[src/rtl/tpg_pkg.sv]
// Package for the test packet generator and frame statistics block
package tpg_pkg;

  localparam int unsigned ADDR_W = 10;
  localparam int unsigned DATA_W = 16;

  // Register offsets (word addresses)
  localparam logic [9:0] A_CHK_STATUS     = 10'h11F;
  localparam logic [9:0] A_CHK_BAD_LO     = 10'h121;
  localparam logic [9:0] A_CHK_BAD_HI     = 10'h122;
  localparam logic [9:0] A_GEN_CFG        = 10'h123;
  localparam logic [9:0] A_PAT_LO         = 10'h124;
  localparam logic [9:0] A_PAT_MID        = 10'h125;
  localparam logic [9:0] A_PAT_HI         = 10'h126;
  localparam logic [9:0] A_DA_LO          = 10'h127;
  localparam logic [9:0] A_DA_MID         = 10'h128;
  localparam logic [9:0] A_DA_HI          = 10'h129;
  localparam logic [9:0] A_FCS_FLAGS      = 10'h12A;
  localparam logic [9:0] A_TX_LO          = 10'h12B;
  localparam logic [9:0] A_TX_HI          = 10'h12C;
  localparam logic [9:0] A_TX_ERR         = 10'h12D;
  localparam logic [9:0] A_RX_LO          = 10'h12E;
  localparam logic [9:0] A_RX_HI          = 10'h12F;
  localparam logic [9:0] A_RX_ERR         = 10'h130;
  localparam logic [9:0] A_GEN_CTRL       = 10'h140;

  // Field positions
  localparam int unsigned CHK_SNAP_BIT    = 0;
  localparam int unsigned CHK_SNAPCLR_BIT = 1;
  localparam int unsigned CHK_LOCK_BIT    = 8;
  localparam int unsigned CHK_BUSY_BIT    = 11;
  localparam int unsigned CHK_DONE_BIT    = 12;
  localparam int unsigned CTRL_START_BIT  = 0;
  localparam int unsigned CTRL_STOP_BIT   = 1;
  localparam int unsigned CTRL_CMODE_BIT  = 2;
  localparam int unsigned FCS_TX_BIT      = 0;
  localparam int unsigned FCS_RX_BIT      = 1;

  localparam logic [15:0] REG_RESET       = 16'h0000;
  localparam logic [2:0]  PAT_MAX_BYTES   = 3'h6;
  localparam logic [2:0]  BURST_CONT      = 3'h7;
  localparam logic [5:0]  PAYLOAD_LEN     = 6'h2E;   // 46 payload bytes
  localparam logic [1:0]  FCS_LEN_M1      = 2'h3;    // 4 check bytes
  localparam logic [31:0] CRC_POLY        = 32'hEDB88320;
  localparam logic [31:0] CRC_INIT        = 32'hFFFFFFFF;
  localparam logic [14:0] PRBS_SEED       = 15'h7FFF;

  // Packet count per burst code
  localparam logic [19:0] BURST_TABLE [0:6] = '{20'h00001, 20'h0000A, 20'h00064,
    20'h003E8, 20'h02710, 20'h186A0, 20'hF4240};

  typedef enum logic [1:0] {
    TPG_MODE_INCR  = 2'b00,
    TPG_MODE_FIXED = 2'b01
  } tpg_mode_t;

  typedef struct packed {
    logic [7:0] fixed_byte;
    logic [1:0] mode;
    logic [2:0] pat_bytes;
    logic [2:0] burst;
  } tpg_cfg_t;

  // One finished frame seen by the tx or rx path
  typedef struct packed {
    logic done;
    logic crc_bad;
  } tpg_frame_evt_t;

  // Generated byte stream towards the transmit path
  typedef struct packed {
    logic       valid;
    logic       last;
    logic [7:0] data;
  } tpg_byte_t;

  typedef enum logic [1:0] {
    TPG_IDLE    = 2'b00,
    TPG_PAYLOAD = 2'b01,
    TPG_FCS     = 2'b11,
    TPG_NEXT    = 2'b10
  } tpg_state_t;

endpackage : tpg_pkg

[src/rtl/tpg_top.sv]
// Test packet generator, checker error readout and frame statistics
`timescale 1ns/1ps
`default_nettype none

// Notes on behaviour
// - Checker bad-count upper half, frozen on snapshot
// - Count mode zero saturates checker count
// - Fixed mode sends configured byte
// - Mode field picks incrementing, fixed, pseudo-random
// - Pattern valid byte count, six maximum
// - Burst is ten to code; seven continuous
// - 48-bit pattern in three words
// - 48-bit destination match value compared
// - Receive bad check sequence flag
// - Transmit bad check sequence flag
// - 32-bit transmit frame counter, two words
// - 16-bit transmit errored frame counter
// - Ordered read clears transmit statistics
// - 32-bit receive frame counter, two words
// - 16-bit receive errored frame counter
// - Ordered read clears receive statistics
// - Snapshot bit freezes, second bit also clears
// - Checker bad-count lower half below upper
// - Done once all frames with check sent
// - Busy while generator runs
module tpg_top
  import tpg_pkg::*;
(
  input  wire logic           clock,        // Core clock, 100 MHz
  input  wire logic           rst_n,        // Synchronous reset, active low
  input  wire logic [9:0]     reg_addr,     // Register word address
  input  wire logic [15:0]    reg_wdata,    // Write data
  input  wire logic           reg_wr,       // Write strobe
  input  wire logic           reg_rd,       // Read strobe
  output logic [15:0]         reg_rdata,    // Read data, cycle after strobe
  input  wire logic           gen_ready,    // Transmit path takes a byte
  output tpg_byte_t           gen_out,      // Generated byte stream
  input  wire tpg_frame_evt_t tx_evt,       // Frame sent on the line
  input  wire tpg_frame_evt_t rx_evt,       // Frame received from the line
  input  wire logic           chk_bad_frame,// Checker saw an errored frame
  input  wire logic           chk_lock,     // Checker locked on stream
  input  wire logic [47:0]    rx_dest_addr, // Destination of received frame
  input  wire logic           rx_dest_vld,  // Destination address valid
  output logic                da_match,     // Last destination matched
  output logic                da_match_vld  // Pulse with match result
);

  tpg_cfg_t    cfg_q;
  logic [47:0] pattern_q;
  logic [47:0] da_value_q;
  logic        cmode_q;
  logic        start_q;
  logic        stop_q;
  logic [31:0] chk_live_q;
  logic [31:0] chk_snap_q;
  logic [1:0]  fcs_flags_q;
  logic [31:0] tx_cnt_q;
  logic [15:0] tx_err_q;
  logic [31:0] rx_cnt_q;
  logic [15:0] rx_err_q;
  logic [1:0]  tx_seq_q;
  logic [1:0]  rx_seq_q;
  logic        tx_clr;
  logic        rx_clr;
  tpg_state_t  state_q;
  logic [5:0]  idx_q;
  logic [1:0]  fcs_idx_q;
  logic [19:0] left_q;
  logic [31:0] crc_q;
  logic [14:0] prbs_q;
  logic        done_q;
  logic [7:0]  pay_byte;
  logic [7:0]  fcs_byte;
  logic [2:0]  pat_lim;
  logic        wr_chk;
  logic        load;

  assign wr_chk = reg_wr && (reg_addr == A_CHK_STATUS);
  assign load   = !gen_out.valid || gen_ready;   // Output stage free for a new byte

  // One byte step of the reflected frame check
  function automatic logic [31:0] crc_step(input logic [31:0] c, input logic [7:0] d);
    logic [31:0] r;
    r = c;
    for (int i = 0; i < 8; i++)
    begin
      r = (r[0] ^ d[i]) ? ((r >> 1) ^ CRC_POLY) : (r >> 1);
    end
    return r;
  endfunction

  // Software writable configuration
  always_ff @(posedge clock)
  begin
    if (!rst_n)
    begin
      cfg_q      <= tpg_cfg_t'(REG_RESET);
      pattern_q  <= {3{REG_RESET}};
      da_value_q <= {3{REG_RESET}};
      cmode_q    <= 1'b0;
    end
    else if (reg_wr)
    begin
      case (reg_addr)
        A_GEN_CFG:  cfg_q <= tpg_cfg_t'(reg_wdata);
        A_PAT_LO:   pattern_q[15:0]  <= reg_wdata;
        A_PAT_MID:  pattern_q[31:16] <= reg_wdata;
        A_PAT_HI:   pattern_q[47:32] <= reg_wdata;
        A_DA_LO:    da_value_q[15:0]  <= reg_wdata;
        A_DA_MID:   da_value_q[31:16] <= reg_wdata;
        A_DA_HI:    da_value_q[47:32] <= reg_wdata;
        A_GEN_CTRL: cmode_q <= reg_wdata[CTRL_CMODE_BIT];
        default:    cmode_q <= cmode_q;
      endcase
    end
  end

  // Start and stop are one-cycle commands, never stored
  always_ff @(posedge clock)
  begin
    if (!rst_n)
    begin
      start_q <= 1'b0;
      stop_q  <= 1'b0;
    end
    else
    begin
      start_q <= reg_wr && (reg_addr == A_GEN_CTRL) && reg_wdata[CTRL_START_BIT];
      stop_q  <= reg_wr && (reg_addr == A_GEN_CTRL) && reg_wdata[CTRL_STOP_BIT];
    end
  end

  // destination compare, result held until next address
  always_ff @(posedge clock)
  begin
    if (!rst_n)
    begin
      da_match     <= 1'b0;
      da_match_vld <= 1'b0;
    end
    else
    begin
      da_match_vld <= rx_dest_vld;
      if (rx_dest_vld)
      begin
        da_match <= (rx_dest_addr == da_value_q);
      end
    end
  end

  // Checker errored-frame count, live copy and frozen copy
  always_ff @(posedge clock)
  begin
    if (!rst_n)
    begin
      chk_live_q <= 32'h00000000;
      chk_snap_q <= 32'h00000000;
    end
    else
    begin
      // freeze on either bit, clear on the second
      if (wr_chk && (reg_wdata[CHK_SNAP_BIT] || reg_wdata[CHK_SNAPCLR_BIT]))
      begin
        chk_snap_q <= chk_live_q;
      end
      if (wr_chk && reg_wdata[CHK_SNAPCLR_BIT])
      begin
        chk_live_q <= {31'h00000000, chk_bad_frame};
      end
      // stop at all ones in mode zero
      else if (chk_bad_frame && (cmode_q || (chk_live_q != 32'hFFFFFFFF)))
      begin
        chk_live_q <= chk_live_q + 32'h00000001;
      end
    end
  end

  // Check sequence fault flags follow the latest frame of each path
  always_ff @(posedge clock)
  begin
    if (!rst_n)
    begin
      fcs_flags_q <= 2'b00;
    end
    else
    begin
      if (tx_evt.done)
      begin
        fcs_flags_q[FCS_TX_BIT] <= tx_evt.crc_bad;
      end
      if (rx_evt.done)
      begin
        fcs_flags_q[FCS_RX_BIT] <= rx_evt.crc_bad;
      end
    end
  end

  // Ordered-read trackers; the third read in order clears the group
  assign tx_clr = reg_rd && (reg_addr == A_TX_ERR) && (tx_seq_q == 2'h2);
  assign rx_clr = reg_rd && (reg_addr == A_RX_ERR) && (rx_seq_q == 2'h2);

  always_ff @(posedge clock)
  begin
    if (!rst_n)
    begin
      tx_seq_q <= 2'h0;
      rx_seq_q <= 2'h0;
    end
    else if (reg_rd)
    begin
      if (reg_addr == A_TX_LO)
        tx_seq_q <= 2'h1;
      else if (reg_addr == A_TX_HI && tx_seq_q == 2'h1)
        tx_seq_q <= 2'h2;
      else if (reg_addr == A_TX_HI || reg_addr == A_TX_ERR)
        tx_seq_q <= 2'h0;
      if (reg_addr == A_RX_LO)
        rx_seq_q <= 2'h1;
      else if (reg_addr == A_RX_HI && rx_seq_q == 2'h1)
        rx_seq_q <= 2'h2;
      else if (reg_addr == A_RX_HI || reg_addr == A_RX_ERR)
        rx_seq_q <= 2'h0;
    end
  end

  // Transmit statistics; a frame in the clearing cycle is kept
  always_ff @(posedge clock)
  begin
    if (!rst_n)
    begin
      tx_cnt_q <= 32'h00000000;
      tx_err_q <= 16'h0000;
    end
    else if (tx_clr)
    begin
      tx_cnt_q <= {31'h00000000, tx_evt.done};
      tx_err_q <= {15'h0000, tx_evt.done && tx_evt.crc_bad};
    end
    else if (tx_evt.done)
    begin
      if (tx_cnt_q != 32'hFFFFFFFF)
        tx_cnt_q <= tx_cnt_q + 32'h00000001;
      if (tx_evt.crc_bad && tx_err_q != 16'hFFFF)
        tx_err_q <= tx_err_q + 16'h0001;
    end
  end

  // Receive statistics, same scheme as transmit
  always_ff @(posedge clock)
  begin
    if (!rst_n)
    begin
      rx_cnt_q <= 32'h00000000;
      rx_err_q <= 16'h0000;
    end
    else if (rx_clr)
    begin
      rx_cnt_q <= {31'h00000000, rx_evt.done};
      rx_err_q <= {15'h0000, rx_evt.done && rx_evt.crc_bad};
    end
    else if (rx_evt.done)
    begin
      if (rx_cnt_q != 32'hFFFFFFFF)
        rx_cnt_q <= rx_cnt_q + 32'h00000001;
      if (rx_evt.crc_bad && rx_err_q != 16'hFFFF)
        rx_err_q <= rx_err_q + 16'h0001;
    end
  end

  // Payload byte for the current index
  always_comb
  begin
    pat_lim = (cfg_q.pat_bytes > PAT_MAX_BYTES) ? PAT_MAX_BYTES : cfg_q.pat_bytes;
    if (idx_q < {3'h0, pat_lim})
      pay_byte = pattern_q[{idx_q[2:0], 3'h0} +: 8];
    else if (cfg_q.mode[1])
      pay_byte = prbs_q[7:0];
    else if (cfg_q.mode == TPG_MODE_FIXED)
      pay_byte = cfg_q.fixed_byte;
    else
      pay_byte = {2'h0, idx_q};
    fcs_byte = ~crc_q[{fcs_idx_q, 3'h0} +: 8];
  end

  // Generator sequencer
  always_ff @(posedge clock)
  begin
    if (!rst_n)
    begin
      state_q   <= TPG_IDLE;
      idx_q     <= 6'h00;
      fcs_idx_q <= 2'h0;
      left_q    <= 20'h00000;
      crc_q     <= CRC_INIT;
      prbs_q    <= PRBS_SEED;
      done_q    <= 1'b0;
    end
    else
    begin
      case (state_q)
        TPG_IDLE:
        begin
          if (start_q)
          begin
            left_q  <= (cfg_q.burst == BURST_CONT) ? 20'h00000 : BURST_TABLE[cfg_q.burst];
            done_q  <= 1'b0;
            idx_q   <= 6'h00;
            crc_q   <= CRC_INIT;
            state_q <= TPG_PAYLOAD;
          end
        end
        TPG_PAYLOAD:
        begin
          // Step with each byte loaded, so the index names the byte loaded next
          if (load)
          begin
            crc_q  <= crc_step(crc_q, pay_byte);
            prbs_q <= {prbs_q[13:0], prbs_q[14] ^ prbs_q[13]};
            idx_q  <= idx_q + 6'h01;
            if (idx_q == PAYLOAD_LEN - 6'h01)
            begin
              fcs_idx_q <= 2'h0;
              state_q   <= TPG_FCS;
            end
          end
        end
        TPG_FCS:
        begin
          if (load)
          begin
            fcs_idx_q <= fcs_idx_q + 2'h1;
            if (fcs_idx_q == FCS_LEN_M1)
            begin
              state_q <= TPG_NEXT;
            end
          end
        end
        TPG_NEXT:
        begin
          idx_q <= 6'h00;
          crc_q <= CRC_INIT;
          // done only once the last check byte has been taken
          if (load && ((cfg_q.burst != BURST_CONT && left_q == 20'h00001) || stop_q))
          begin
            done_q  <= 1'b1;
            state_q <= TPG_IDLE;
          end
          else if (load)
          begin
            if (cfg_q.burst != BURST_CONT)
              left_q <= left_q - 20'h00001;
            state_q <= TPG_PAYLOAD;
          end
        end
        default:
        begin
          state_q <= TPG_IDLE;
        end
      endcase
    end
  end

  // Registered byte stream; the byte holds while the path stalls
  always_ff @(posedge clock)
  begin
    if (!rst_n)
    begin
      gen_out <= '0;
    end
    else if (load)
    begin
      // Loads the byte the sequencer steps past in this same cycle
      gen_out.valid <= (state_q == TPG_PAYLOAD) || (state_q == TPG_FCS);
      gen_out.last  <= (state_q == TPG_FCS) && (fcs_idx_q == FCS_LEN_M1);
      if (state_q == TPG_FCS)
        gen_out.data <= fcs_byte;
      else if (state_q == TPG_PAYLOAD)
        gen_out.data <= pay_byte;
      else
        gen_out.data <= 8'h00;
    end
  end

  // Registered read data; unmapped words read as zero
  always_ff @(posedge clock)
  begin
    if (!rst_n)
    begin
      reg_rdata <= REG_RESET;
    end
    else
    begin
      reg_rdata <= REG_RESET;
      if (reg_rd)
      begin
        case (reg_addr)
          A_CHK_STATUS:
          begin
            reg_rdata[CHK_LOCK_BIT] <= chk_lock;
            reg_rdata[CHK_BUSY_BIT] <= (state_q != TPG_IDLE);
            reg_rdata[CHK_DONE_BIT] <= done_q;
          end
          A_CHK_BAD_LO: reg_rdata <= chk_snap_q[15:0];
          A_CHK_BAD_HI: reg_rdata <= chk_snap_q[31:16];
          A_GEN_CFG:    reg_rdata <= 16'(cfg_q);
          A_PAT_LO:     reg_rdata <= pattern_q[15:0];
          A_PAT_MID:    reg_rdata <= pattern_q[31:16];
          A_PAT_HI:     reg_rdata <= pattern_q[47:32];
          A_DA_LO:      reg_rdata <= da_value_q[15:0];
          A_DA_MID:     reg_rdata <= da_value_q[31:16];
          A_DA_HI:      reg_rdata <= da_value_q[47:32];
          A_FCS_FLAGS:  reg_rdata <= {14'h0000, fcs_flags_q};
          A_TX_LO:      reg_rdata <= tx_cnt_q[15:0];
          A_TX_HI:      reg_rdata <= tx_cnt_q[31:16];
          A_TX_ERR:     reg_rdata <= tx_err_q;
          A_RX_LO:      reg_rdata <= rx_cnt_q[15:0];
          A_RX_HI:      reg_rdata <= rx_cnt_q[31:16];
          A_RX_ERR:     reg_rdata <= rx_err_q;
          A_GEN_CTRL:   reg_rdata[CTRL_CMODE_BIT] <= cmode_q;
          default:      reg_rdata <= REG_RESET;
        endcase
      end
    end
  end

endmodule // tpg_top

`default_nettype wire

[config.mk]
export PLATFORM = sky130hd
export DESIGN_NAME = tpg_top
export DESIGN_NICKNAME = d
export VERILOG_FILES = /design/src/rtl/tpg_pkg.sv /design/src/rtl/tpg_top.sv
export SDC_FILE = /design/constraint.sdc
export NUM_CORES = 1
export LEC_CHECK = 0
export BUFFER_PORTS_ARGS = -buffer_cell sky130_fd_sc_hd__buf_4
export CAP_MARGIN = 20
export CELL_PAD_IN_SITES_DETAIL_PLACEMENT = 0
export CELL_PAD_IN_SITES_GLOBAL_PLACEMENT = 1
export CORE_MARGIN = 5
export CORE_UTILIZATION = 32
export DETAILED_ROUTE_END_ITERATION = 12
export HOLD_SLACK_MARGIN = 0.06
export PLACE_DENSITY_LB_ADDON = 0.1
export SYNTH_ARGS = -nofsm -noshare
export SYNTH_HDL_FRONTEND = slang
export SYNTH_SLANG_ARGS = --single-unit
[constraint.sdc]
create_clock -name clock -period 7 [get_ports clock]
set_clock_uncertainty 0.05 [all_clocks]
set_input_delay 0.7 -clock clock [delete_from_list [all_inputs] [get_ports clock]]
set_output_delay 0.7 -clock clock [all_outputs]
set_load 0.05 [all_outputs]
# [Word level (Yosys, flattened, before mapping)]
# Memories as Yosys holds them, arrays and structs flattened.
# Index checks and enable logic that the tools add are counted.
[word_totals] output_inout_bits=28 romBits=160 mem_count=1 in_bits=86 reg_bits=387 word_cells=262
[op_classes] shift=2 eq_ne=47 addsub=8 order_cmp=3 muxes=70 reduce_logical=70 n_bitwise=20
[mem_list] memory="(no name shown)" words=8 word_bits=20 rd=1 rd_clocked_by_memory_dff=0 write_ports=0 line="tpg_top.sv:305" rtl="left_q <= (cfg_q.burst == BURST_CONT) ? 20'h00000 : BURST_TABLE[cfg_q.burst];"
[ops] operator="$mux W32" count=10
[ops] operator="$eq A10 B9 Y1 const B" count=18
[ops] operator="$mux W20" count=7
[ops] operator="$not A13 Y14" count=8
[ops] operator="$add A32 B1 Y32 const B" count=3
[ops] operator="$ne A32 B32 Y1 const B" count=3
[ops] operator="$pmux W32 S3" count=1
[ops] operator="$pmux W5 S15" count=1
[ops] operator="$pmux W2 S16" count=2
[ops] operator="$eq A48 B48 Y1" count=1
[ops] operator="$shiftx A48 B7 Y8" count=1
[ops] operator="$pmux W3 S15" count=1
[ops] operator="$mux W8" count=5
[ops] operator="$pmux W20 S2" count=1
[ops] operator="$reduce_and A2 Y1" count=20
[ops] operator="$add A16 B1 Y16 const B" count=2
[ops] operator="$mux W2" count=16
[ops] operator="$ne A16 B16 Y1 const B" count=2
[ops] operator="$pmux W1 S16" count=2
[ops] operator="$shiftx A32 B6 Y8" count=1
[ops] operator="$pmux W2 S15" count=1
[ops] operator="$eq A20 B1 Y1 const B" count=1
[ops] operator="$logic_and A1 B1 Y1" count=20
[ops] operator="$reduce_bool A2 Y1" count=10
[ops] operator="other kinds (32)" count=83

# [Longest topological paths before layout]
# Gate-level depths: netlist of the first run.
[logic_depth] word_depth=22 depth_mapped=11 mapped_depth_nobuf=10

# [Worst setup path before layout of the first run]
# Ideal clock, no wire load.
[synth_timing] path_kind="register -> register" startpoint="reg cfg_q[5] (netlist name)" endpoint="reg crc_q[17]" synth_period_minus_slack_ps=3222 setup_ps=70 required_ps=6880 arrival_time_ps=3102 setup_slack_ps=3778 stages_incl_launch_ff=12 path_cell_list="dfxtp_1 inv_1 ha_1 or4_4 a21o_1 buf_6 nor2_8 mux2i_1 xnor2_1 xnor2_1 xnor3_1 a21oi_1"
[synth_via] elab_chain_cells=19
[synth_lines] element="from (decl)" line="tpg_top.sv:48" rtl="tpg_cfg_t cfg_q;"
[synth_lines] element="from (signal assigned)" line="tpg_top.sv:97" rtl="cfg_q <= tpg_cfg_t'(REG_RESET);"
[synth_lines] element="from (signal assigned)" line="tpg_top.sv:105" rtl="A_GEN_CFG: cfg_q <= tpg_cfg_t'(reg_wdata);"
[synth_lines] element="$gt A3 B3 Y1" line="tpg_top.sv:273" rtl="pat_lim = (cfg_q.pat_bytes > PAT_MAX_BYTES) ? PAT_MAX_BYTES : cfg_q.pat_bytes;"
[synth_lines] element="$mux W3 (*)" line="tpg_top.sv:273"
[synth_lines] element="$lt A6 B3 Y1 (*)" line="tpg_top.sv:274" rtl="if (idx_q < {3'h0, pat_lim})"
[synth_lines] element="$mux W8 (*)" line="tpg_top.sv:274"
[synth_lines] element="$xor A1 B1 Y1" line="tpg_top.sv:87" rtl="r = (r[0] ^ d[i]) ? ((r >> 1) ^ CRC_POLY) : (r >> 1);"
[synth_lines] element="$mux W32" line="tpg_top.sv:87"
[synth_lines] element="$not A13 Y14 (no source line)"
[synth_lines] element="$mux W32 (2 in a row)" line="tpg_top.sv:87"
[synth_lines] element="$not A13 Y14 (no source line)"
[synth_lines] element="$mux W32" line="tpg_top.sv:87"
[synth_lines] element="$not A13 Y14 (no source line)"
[synth_lines] element="$mux W32" line="tpg_top.sv:87"
[synth_lines] element="$not A13 Y14 (no source line)"
[synth_lines] element="$mux W32 (*) (3 in a row)" line="tpg_top.sv:87"
[synth_lines] element="$mux W32 (*)" line="tpg_top.sv:315" rtl="if (load)"
[synth_lines] element="$pmux W32 S3 (*)" line="tpg_top.sv:300" rtl="case (state_q)"
[synth_lines] element="to (signal assigned)" line="tpg_top.sv:317" rtl="crc_q <= crc_step(crc_q, pay_byte);"
[synth_lines] element="to (decl)" line="tpg_top.sv:69" rtl="logic [31:0] crc_q;"
# Mark *: on every way between the ends. The rest lies on a longest branch, timed or not. The select of a mux whose other input is x is not followed.
# A chain may end at the register's enable or synchronous reset.

# [Final worst setup path of the first run]
[layout_timing] startpoint="reg idx_q[2]" endpoint="reg crc_q[17]"
[layout_via] elab_chain_cells=17
[layout_lines] element="from (decl)" line="tpg_top.sv:66" rtl="logic [5:0] idx_q;"
[layout_lines] element="from (signal assigned)" line="tpg_top.sv:319" rtl="idx_q <= idx_q + 6'h01;"
[layout_lines] element="$shiftx A48 B7 Y8 or $lt A6 B3 Y1 (tied branches)" line="tpg_top.sv:275, tpg_top.sv:274"
[layout_lines] element="$mux W8 (*)" line="tpg_top.sv:274"
[layout_lines] element="$xor A1 B1 Y1" line="tpg_top.sv:87"
[layout_lines] element="$mux W32" line="tpg_top.sv:87"
[layout_lines] element="$not A13 Y14 (no source line)"
[layout_lines] element="$mux W32 (2 in a row)" line="tpg_top.sv:87"
[layout_lines] element="$not A13 Y14 (no source line)"
[layout_lines] element="$mux W32" line="tpg_top.sv:87"
[layout_lines] element="$not A13 Y14 (no source line)"
[layout_lines] element="$mux W32" line="tpg_top.sv:87"
[layout_lines] element="$not A13 Y14 (no source line)"
[layout_lines] element="$mux W32 (*) (3 in a row)" line="tpg_top.sv:87"
[layout_lines] element="$mux W32 (*)" line="tpg_top.sv:315"
[layout_lines] element="$pmux W32 S3 (*)" line="tpg_top.sv:300"
# Marked as above.

==> impl_metrics.env, run 1 <==
export IMPL_crit_path_top_delay_cell="dfxtp_1"
export IMPL_antenna_cells=0
export IMPL_ys_seq_area_share_pct=38.81
export IMPL_synth_top_area_share_pct=38.81
export IMPL_gr_total_overflow=0
export IMPL_slew_violations=0
export IMPL_synth_area_per_cell_um2=8.567
export IMPL_wire_per_inst_um=24.36
export IMPL_dp_hpwl_mm=57.91
export IMPL_worstPathBufferInverterCount=0
export IMPL_gp_congestion=0.8928
export IMPL_powerDensity_mw_per_mm2=217.0
export IMPL_status="complete, no violations"
export IMPL_nNetsFinal=2481
export IMPL_core_mm2=0.06171
export IMPL_max_cap_violations=0
export IMPL_max_slew_worst_pin_slew_ns=1.077
export IMPL_cts_buffer_depth=3
export IMPL_insertion_delay_ns=0.60
export IMPL_finalCritPeriodShare_pct=58.88
export IMPL_ys_seq_elements=387
export IMPL_finish_utilization_pct=37.61
export IMPL_synth_warnings=0
export IMPL_crit_chain="ha_1 > a21o_1 > nor2_8 > mux2i_1 > xnor2_1 > xnor2_1 > xnor3_1 > a21oi_1"
export IMPL_cts_repair_resized=0
export IMPL_die_w_um=259.8
export IMPL_dpl_cell_count=3165
export IMPL_routed_via_density=5.472
export IMPL_syn_to_final_growth_pct=16.28
export IMPL_boundaryPins=114
export IMPL_critPathArrivalTime_ns=4.59
export IMPL_cts_setup_buffers=0
export IMPL_hold_viol_final=0
export IMPL_drc=0
export IMPL_track_usage_pct=22.87
export IMPL_die_height_um=259.8
export IMPL_rows=91
export IMPL_numCtsBuffers=49
export IMPL_dieArea_mm2=0.06748
export IMPL_fmax_mhz=242.6
export IMPL_rsz0062_at_grt="no"
export IMPL_critPathKind="flop to flop"
export IMPL_io_buffers=113
export IMPL_synth_ff_type="dfxtp_1"
export IMPL_firstDrtPassIters=6
export IMPL_instances_no_fill=3255
export IMPL_synth_top_cell_by_area="dfxtp_1"
export IMPL_dr_first_iter_drc_count=1692
export IMPL_layout_commonest_cell="dfxtp_1"
export IMPL_ys_types=82
export IMPL_cp_max_fo=20
export IMPL_cts_root_buf="clkbuf_16"
export IMPL_final_cell_mix="dfxtp_1 (387), nand2_1 (309), nor2_1 (198)"
export IMPL_leakagePower_nw=8.239
export IMPL_synthArstFlopShare_pct=0
export IMPL_critPathCaptureType="flop"
export IMPL_via_count=17810
export IMPL_synthTopCellsByArea="dfxtp_1 (39%), nand2_1 (5.8%), a21boi_0 (5.2%)"
export IMPL_initial_utilization_pct=32.35
export IMPL_setup_violations=0
export IMPL_antenna_left=0
export IMPL_crit_top_cell="xnor2_1"
export IMPL_maxSlewHeadroom_pct=27.54
export IMPL_clkTransAtPathRegs_ns=0.06
export IMPL_grt_pass1_vias=17170
export IMPL_drive_above_1_share_pct=10.88
export IMPL_total_power_w=0.005036
export IMPL_crit_family="XOR/XNOR gates"
export IMPL_start_kind="flop"
export IMPL_synthCells=2330
export IMPL_antenna_found_initial=2
export IMPL_cp_required_ns=7.46
export IMPL_cts_tree="built"
export IMPL_netlist_area_mm2=0.01996
export IMPL_clock_sinks=387
export IMPL_cp_slowest_stage_delay_ns=0.97
export IMPL_synth_edf_count=0
export IMPL_synth_nets=2429
export IMPL_drt_total_wl_mm=79.31
export IMPL_min_period_ns=4.121
export IMPL_irDropWorstVdd_mv=0.1542
export IMPL_grt_max_degree=84
export IMPL_htree_levels=2
export IMPL_grt_first_pass_wirelength_mm=116.8
export IMPL_fin_tns_setup_ns=0
export IMPL_holdCritPathClass="input pin to flop"
export IMPL_ctsHoldBuffers=0
export IMPL_whs_ns=0.3051
-- final timing paths --
path	startpoint	end	slack, ns	cells past startpoint
worst max-delay path	idx_q[2]	crc_q[17]	2.88	8
worst min-delay path	rx_dest_vld	da_match_vld	0.31	2
worst min register to register	prbs_q[8]	prbs_q[9]	0.41	2
worst max register to register	idx_q[2]	crc_q[17]	2.88	8
-- state kept, by name (all words and copies together), names as in the netlist, 10 cells and up --
register	flops
tx_err_q	16
chk_snap_q	32
prbs_q	15
reg_rdata	16
chk_live_q	32
crc_q	32
da_value_q	48
rx_cnt_q	32
tx_cnt_q	32
rx_err_q	16
cfg_q	16
gen_out	10
left_q	20
pattern_q	48
-- metrics by stage --
step | instance area, um^2 | setup slack [ns]
after floorplan | 19960 | 3.778
after global placement | 21530 | 2.967
after detailed placement | 21530 | 2.901
after CTS | 23170 | 2.911
after global routing | 23210 | 2.691
final | 23210 | 2.879
-- per-layer routing --
metal / wire [um] / up-vias / track usage, %
met4: 2757 / 4 / 7.911
met3: 5539 / 126 / 4.155
met5: 24 / - / 0
li1: - / 8434 / -
met2: 33080 / 628 / 33.37
met1: 37900 / 8619 / 33.81
-- logic make-up (layout without fill, tap and decap cells) --
logic type / count (synthesis) / after routing / share of synthesized area [%]
AND/OR/NAND/NOR: 981 / 981 / 23.45
AO/OA/AOI/OAI: 491 / 491 / 18.41
flip-flops: 387 / 387 / 38.81
XOR/XNOR: 207 / 207 / 11.00
buffers and inverters: 185 / 273 / 3.642
multiplexers: 66 / 66 / 3.867
adder cells (fa/ha/maj): 13 / 13 / 0.8149
-- final cells by class --
cell class	count	area, um^2
inverter	44	165.2
fill	6421	38500
multi-input combinational	1758	11520
clock buffer	69	1394
timing repair buffer	142	1087
tap	837	1047
clock inverter	18	250.2
sequential	387	7747
-- cell usage after synthesis (all sizes together) (15+ instances only) --
cell type and n:
a21boi 138, a21oi 47, a221oi 28, a222oi 15, a22o 31, a22oi 54
a31oi 16, and2 23, and3 37, and4 16, buf 19, clkbuf 122
dfxtp 387, inv 44, mux2i 49, nand2 309, nand3 185, nand4 43
nor2 206, nor2b 54, nor3 32, nor4 22, o21ai 46, o22ai 20
or3 18, xnor2 84, xnor3 23, xor2 100
-- worst register-to-register path, stage by stage, from the launching register on --
cell and delay [ns]:
dfxtp_1 0.97, ha_1 0.43, a21o_1 0.34, nor2_8 0.23, mux2i_1 0.53, xnor2_1 0.29
xnor2_1 0.55, xnor3_1 0.51, a21oi_1 0.14
-- report_power, final --
part | switching (W) | internal (W)
Combinational | 0.000111 | 0.0000701
Sequential | 0.00000900 | 0.00221
Clock | 0.00103 | 0.00160
Total | 0.00115 | 0.00388
Note: power is estimated with default switching activity, not from simulation.
==> run 2: changes to the inputs <==
Settings changed: ABC_AREA set to 1.
Clock period 7 ns to 3.8 ns, I/O delays scaled along.
==> run 2 against run 1 <==
Largest power group unchanged. Area after synthesis grew 8.9%. Die area is 8.6% higher. Highest routed layer unchanged. Worst setup slack got worse by 2.0 ns. Utilization down 0.28 points. Largest cell class unchanged. Via count up 26%. Critical endpoint is now reg_rdata[4]. Cell count is 31% higher. Flip-flop and latch count did not move.
==> impl_metrics.env, run 2 <==
export IMPL_syn_to_final_growth_pct=15.53
export IMPL_fin_tns_setup_ns=0
export IMPL_dr_first_iter_drc_count=1841
export IMPL_track_usage_pct=23.13
export IMPL_switching_share_pct=38.79
export IMPL_ys_seq_elements=387
export IMPL_synth_edf_count=0
export IMPL_status="complete, no violations"
export IMPL_wire_per_inst_um=20.68
export IMPL_ctsHoldBuffers=3
export IMPL_clockPowerShare_pct=34.4
export IMPL_gp_congestion=0.8669
export IMPL_firstDrtPassIters=6
export IMPL_clkTransAtPathRegs_ns=0.06
export IMPL_regToRegStartpoint="idx_q[1]"
export IMPL_die_height_um=270.6
export IMPL_cts_setup_buffers=0
export IMPL_holdCritPathClass="input pin to flop"
export IMPL_final_cell_mix="nand2_1 (760), inv_1 (414), dfxtp_1 (387)"
export IMPL_rsz0062_at_grt="no"
export IMPL_dieArea_mm2=0.07325
export IMPL_fin_ws_ns=0.8844
export IMPL_synth_top_area_share_pct=35.64
export IMPL_nNetsFinal=3463
export IMPL_powerDensity_mw_per_mm2=566.7
export IMPL_synthTopCellsByCount="nand2_1 (760), inv_1 (415), dfxtp_1 (387)"
export IMPL_rows=95
export IMPL_power_frac_seq_pct=32.5
export IMPL_finalCritPeriodShare_pct=76.73
export IMPL_drt_total_wl_mm=88.41
export IMPL_critPathArrivalTime_ns=3.36
export IMPL_clock_sinks=387
export IMPL_ys_seq_area_share_pct=35.64
export IMPL_dpl_worst_slack_ns=0.4460
export IMPL_yosysMostFrequentCell="nand2_1"
export IMPL_instances_no_fill=4275
export IMPL_numCtsBuffers=49
export IMPL_slew_violations=0
export IMPL_cp_required_ns=4.24
export IMPL_boundaryPins=114
export IMPL_drive_above_1_share_pct=9.618
export IMPL_via_count=22500
export IMPL_synthArstFlopShare_pct=0
export IMPL_synth_top_cell_by_area="dfxtp_1"
export IMPL_synthCells=3288
export IMPL_reg2reg_slack_ns=0.98
export IMPL_cp_max_fo=17
export IMPL_min_period_ns=2.916
export IMPL_cts_repair_resized=0
export IMPL_hold_path_cell_count=3
export IMPL_p_comb_share_pct=33.1
export IMPL_start_kind="input pin"
export IMPL_layout_commonest_cell="nand2_1"
export IMPL_total_power_w=0.01423
export IMPL_p_int_w=0.008713
export IMPL_grt_first_pass_wirelength_mm=133.2
export IMPL_final_area_mm2=0.02512
export IMPL_antenna_left=0
export IMPL_critPathKind="input pin to flop"
export IMPL_cts_tree="built"
export IMPL_antenna_found_initial=5
export IMPL_grt_pass1_vias=20950
export IMPL_dpl_cell_count=4182
export IMPL_leakagePower_nw=9.588
export IMPL_die_w_um=270.6
export IMPL_gr_total_overflow=0
export IMPL_synth_ff_type="dfxtp_1"
export IMPL_htree_levels=2
export IMPL_placed_area_mm2=0.02339
export IMPL_grt_max_degree=84
export IMPL_routed_via_density=5.263
export IMPL_maxSlewHeadroom_pct=36.16
export IMPL_timing_rr_end="crc_q[25]"
export IMPL_max_slew_worst_pin_slew_ns=0.9549
export IMPL_dp_hpwl_mm=67.83
export IMPL_setup_violations=0
export IMPL_cts_buffer_depth=3
export IMPL_initial_utilization_pct=32.31
export IMPL_synth_warnings=0
export IMPL_synthTopCellsByArea="dfxtp_1 (36%), nand2_1 (13%), inv_1 (7.2%)"
export IMPL_synth_area_per_cell_um2=6.612
export IMPL_worstHoldEndpoint="pattern_q[22]"
export IMPL_reg_top3="da_value_q: 48 flops, pattern_q: 48 flops"
export IMPL_core_mm2=0.06728
export IMPL_netlist_area_mm2=0.02174
export IMPL_ff2ff_path_depth=16
export IMPL_cts_root_buf="clkbuf_16"
export IMPL_fmax_mhz=343.0
export IMPL_irDropWorstVdd_mv=0.3924
export IMPL_io_buffers=113
export IMPL_hold_viol_final=0
export IMPL_power_switching_w=0.005522
export IMPL_min_from="reg_wdata[6]"
export IMPL_synth_nets=3387
export IMPL_drc=0
export IMPL_ys_types=56
export IMPL_critPathCaptureType="flop"
export IMPL_insertion_delay_ns=0.58
export IMPL_max_cap_violations=0
-- run 2: stage by stage --
step | hold WS, ns | util [%]
floorplan | 0.3792 | -
global placement | 0.3888 | 34.77
detailed placement | 0.3981 | 34.77
CTS | 0.06786 | 37.28
global route | 0.09897 | 37.33
finish | 0.1001 | 37.33
-- run 2: worst max path at each step --
| stage | slack (ns) | startpoint | endpoint | depth (start not counted) |
|---|---|---|---|---|
| after global routing | 0.69 | idx_q[0] | crc_q[8] | 16 |
| after CTS | 0.99 | idx_q[1] | crc_q[16] | 16 |
| final | 0.88 | reg_addr[7] | reg_rdata[4] | 9 |
| after detailed placement | 0.45 | reg_addr[7] | reg_rdata[4] | 9 |
| after floorplan | 1.72 | cfg_q[5] | crc_q[26] | 19 |
| after global placement | 0.47 | reg_addr[7] | reg_rdata[4] | 9 |
-- run 2: cells by family (layout without fill, tap and decap cells) --
kind of cell / after synthesis / after routing / synth area share (%)
and+or+nand+nor: 1464 / 1464 / 29.92
xor gates and xnor gates: 91 / 91 / 3.666
AOI/OAI and AO/OA: 769 / 769 / 19.65
other: 0 / 2 / 0
DFF: 387 / 387 / 35.64
buffers and inverters: 564 / 676 / 10.37
adders and majority gates: 13 / 13 / 0.7482
-- run 2: per-layer routing --
layer | global-route usage (%) | part of all wire, %
met1 | 34.73 | 49
met2 | 34.85 | 42
met3 | 3.376 | 6.1
met4 | 5.540 | 2.3
met5 | 0 | 0.046
-- run 2: power groups by stage --
| stage | logic [W] | registers, W | clock network [W] |
|---|---|---|---|
| 2_1_floorplan | 0.00341 | 0.00463 | 0 |
| 3_3_place_gp | 0.00460 | 0.00470 | 0 |
| 3_5_place_dp | 0.00463 | 0.00470 | 0 |
| 4_1_cts | 0.00465 | 0.00462 | 0.00503 |
| 5_1_grt | 0.00531 | 0.00466 | 0.00520 |
| 6_report | 0.00471 | 0.00462 | 0.00490 |
-- run 2: cell type report --
cell class	count	area, um^2
inverter	431	1624
clock buffer	61	1341
sequential	387	7747
timing repair buffer	158	1239
tap	873	1092
multi-input combinational	2337	11750
clock inverter	26	322.8
fill	7225	42160
antenna	2	5.005
-- run 2: critical path, stage by stage --
cell and delay, ns:
buf_4 0.11, nor2_1 0.29, nand2_1 0.20, nor2_4 0.24, buf_4 0.22, nand3_1 0.68, o22ai_1 0.94, nor4_1 0.11
a21oi_1 0.15
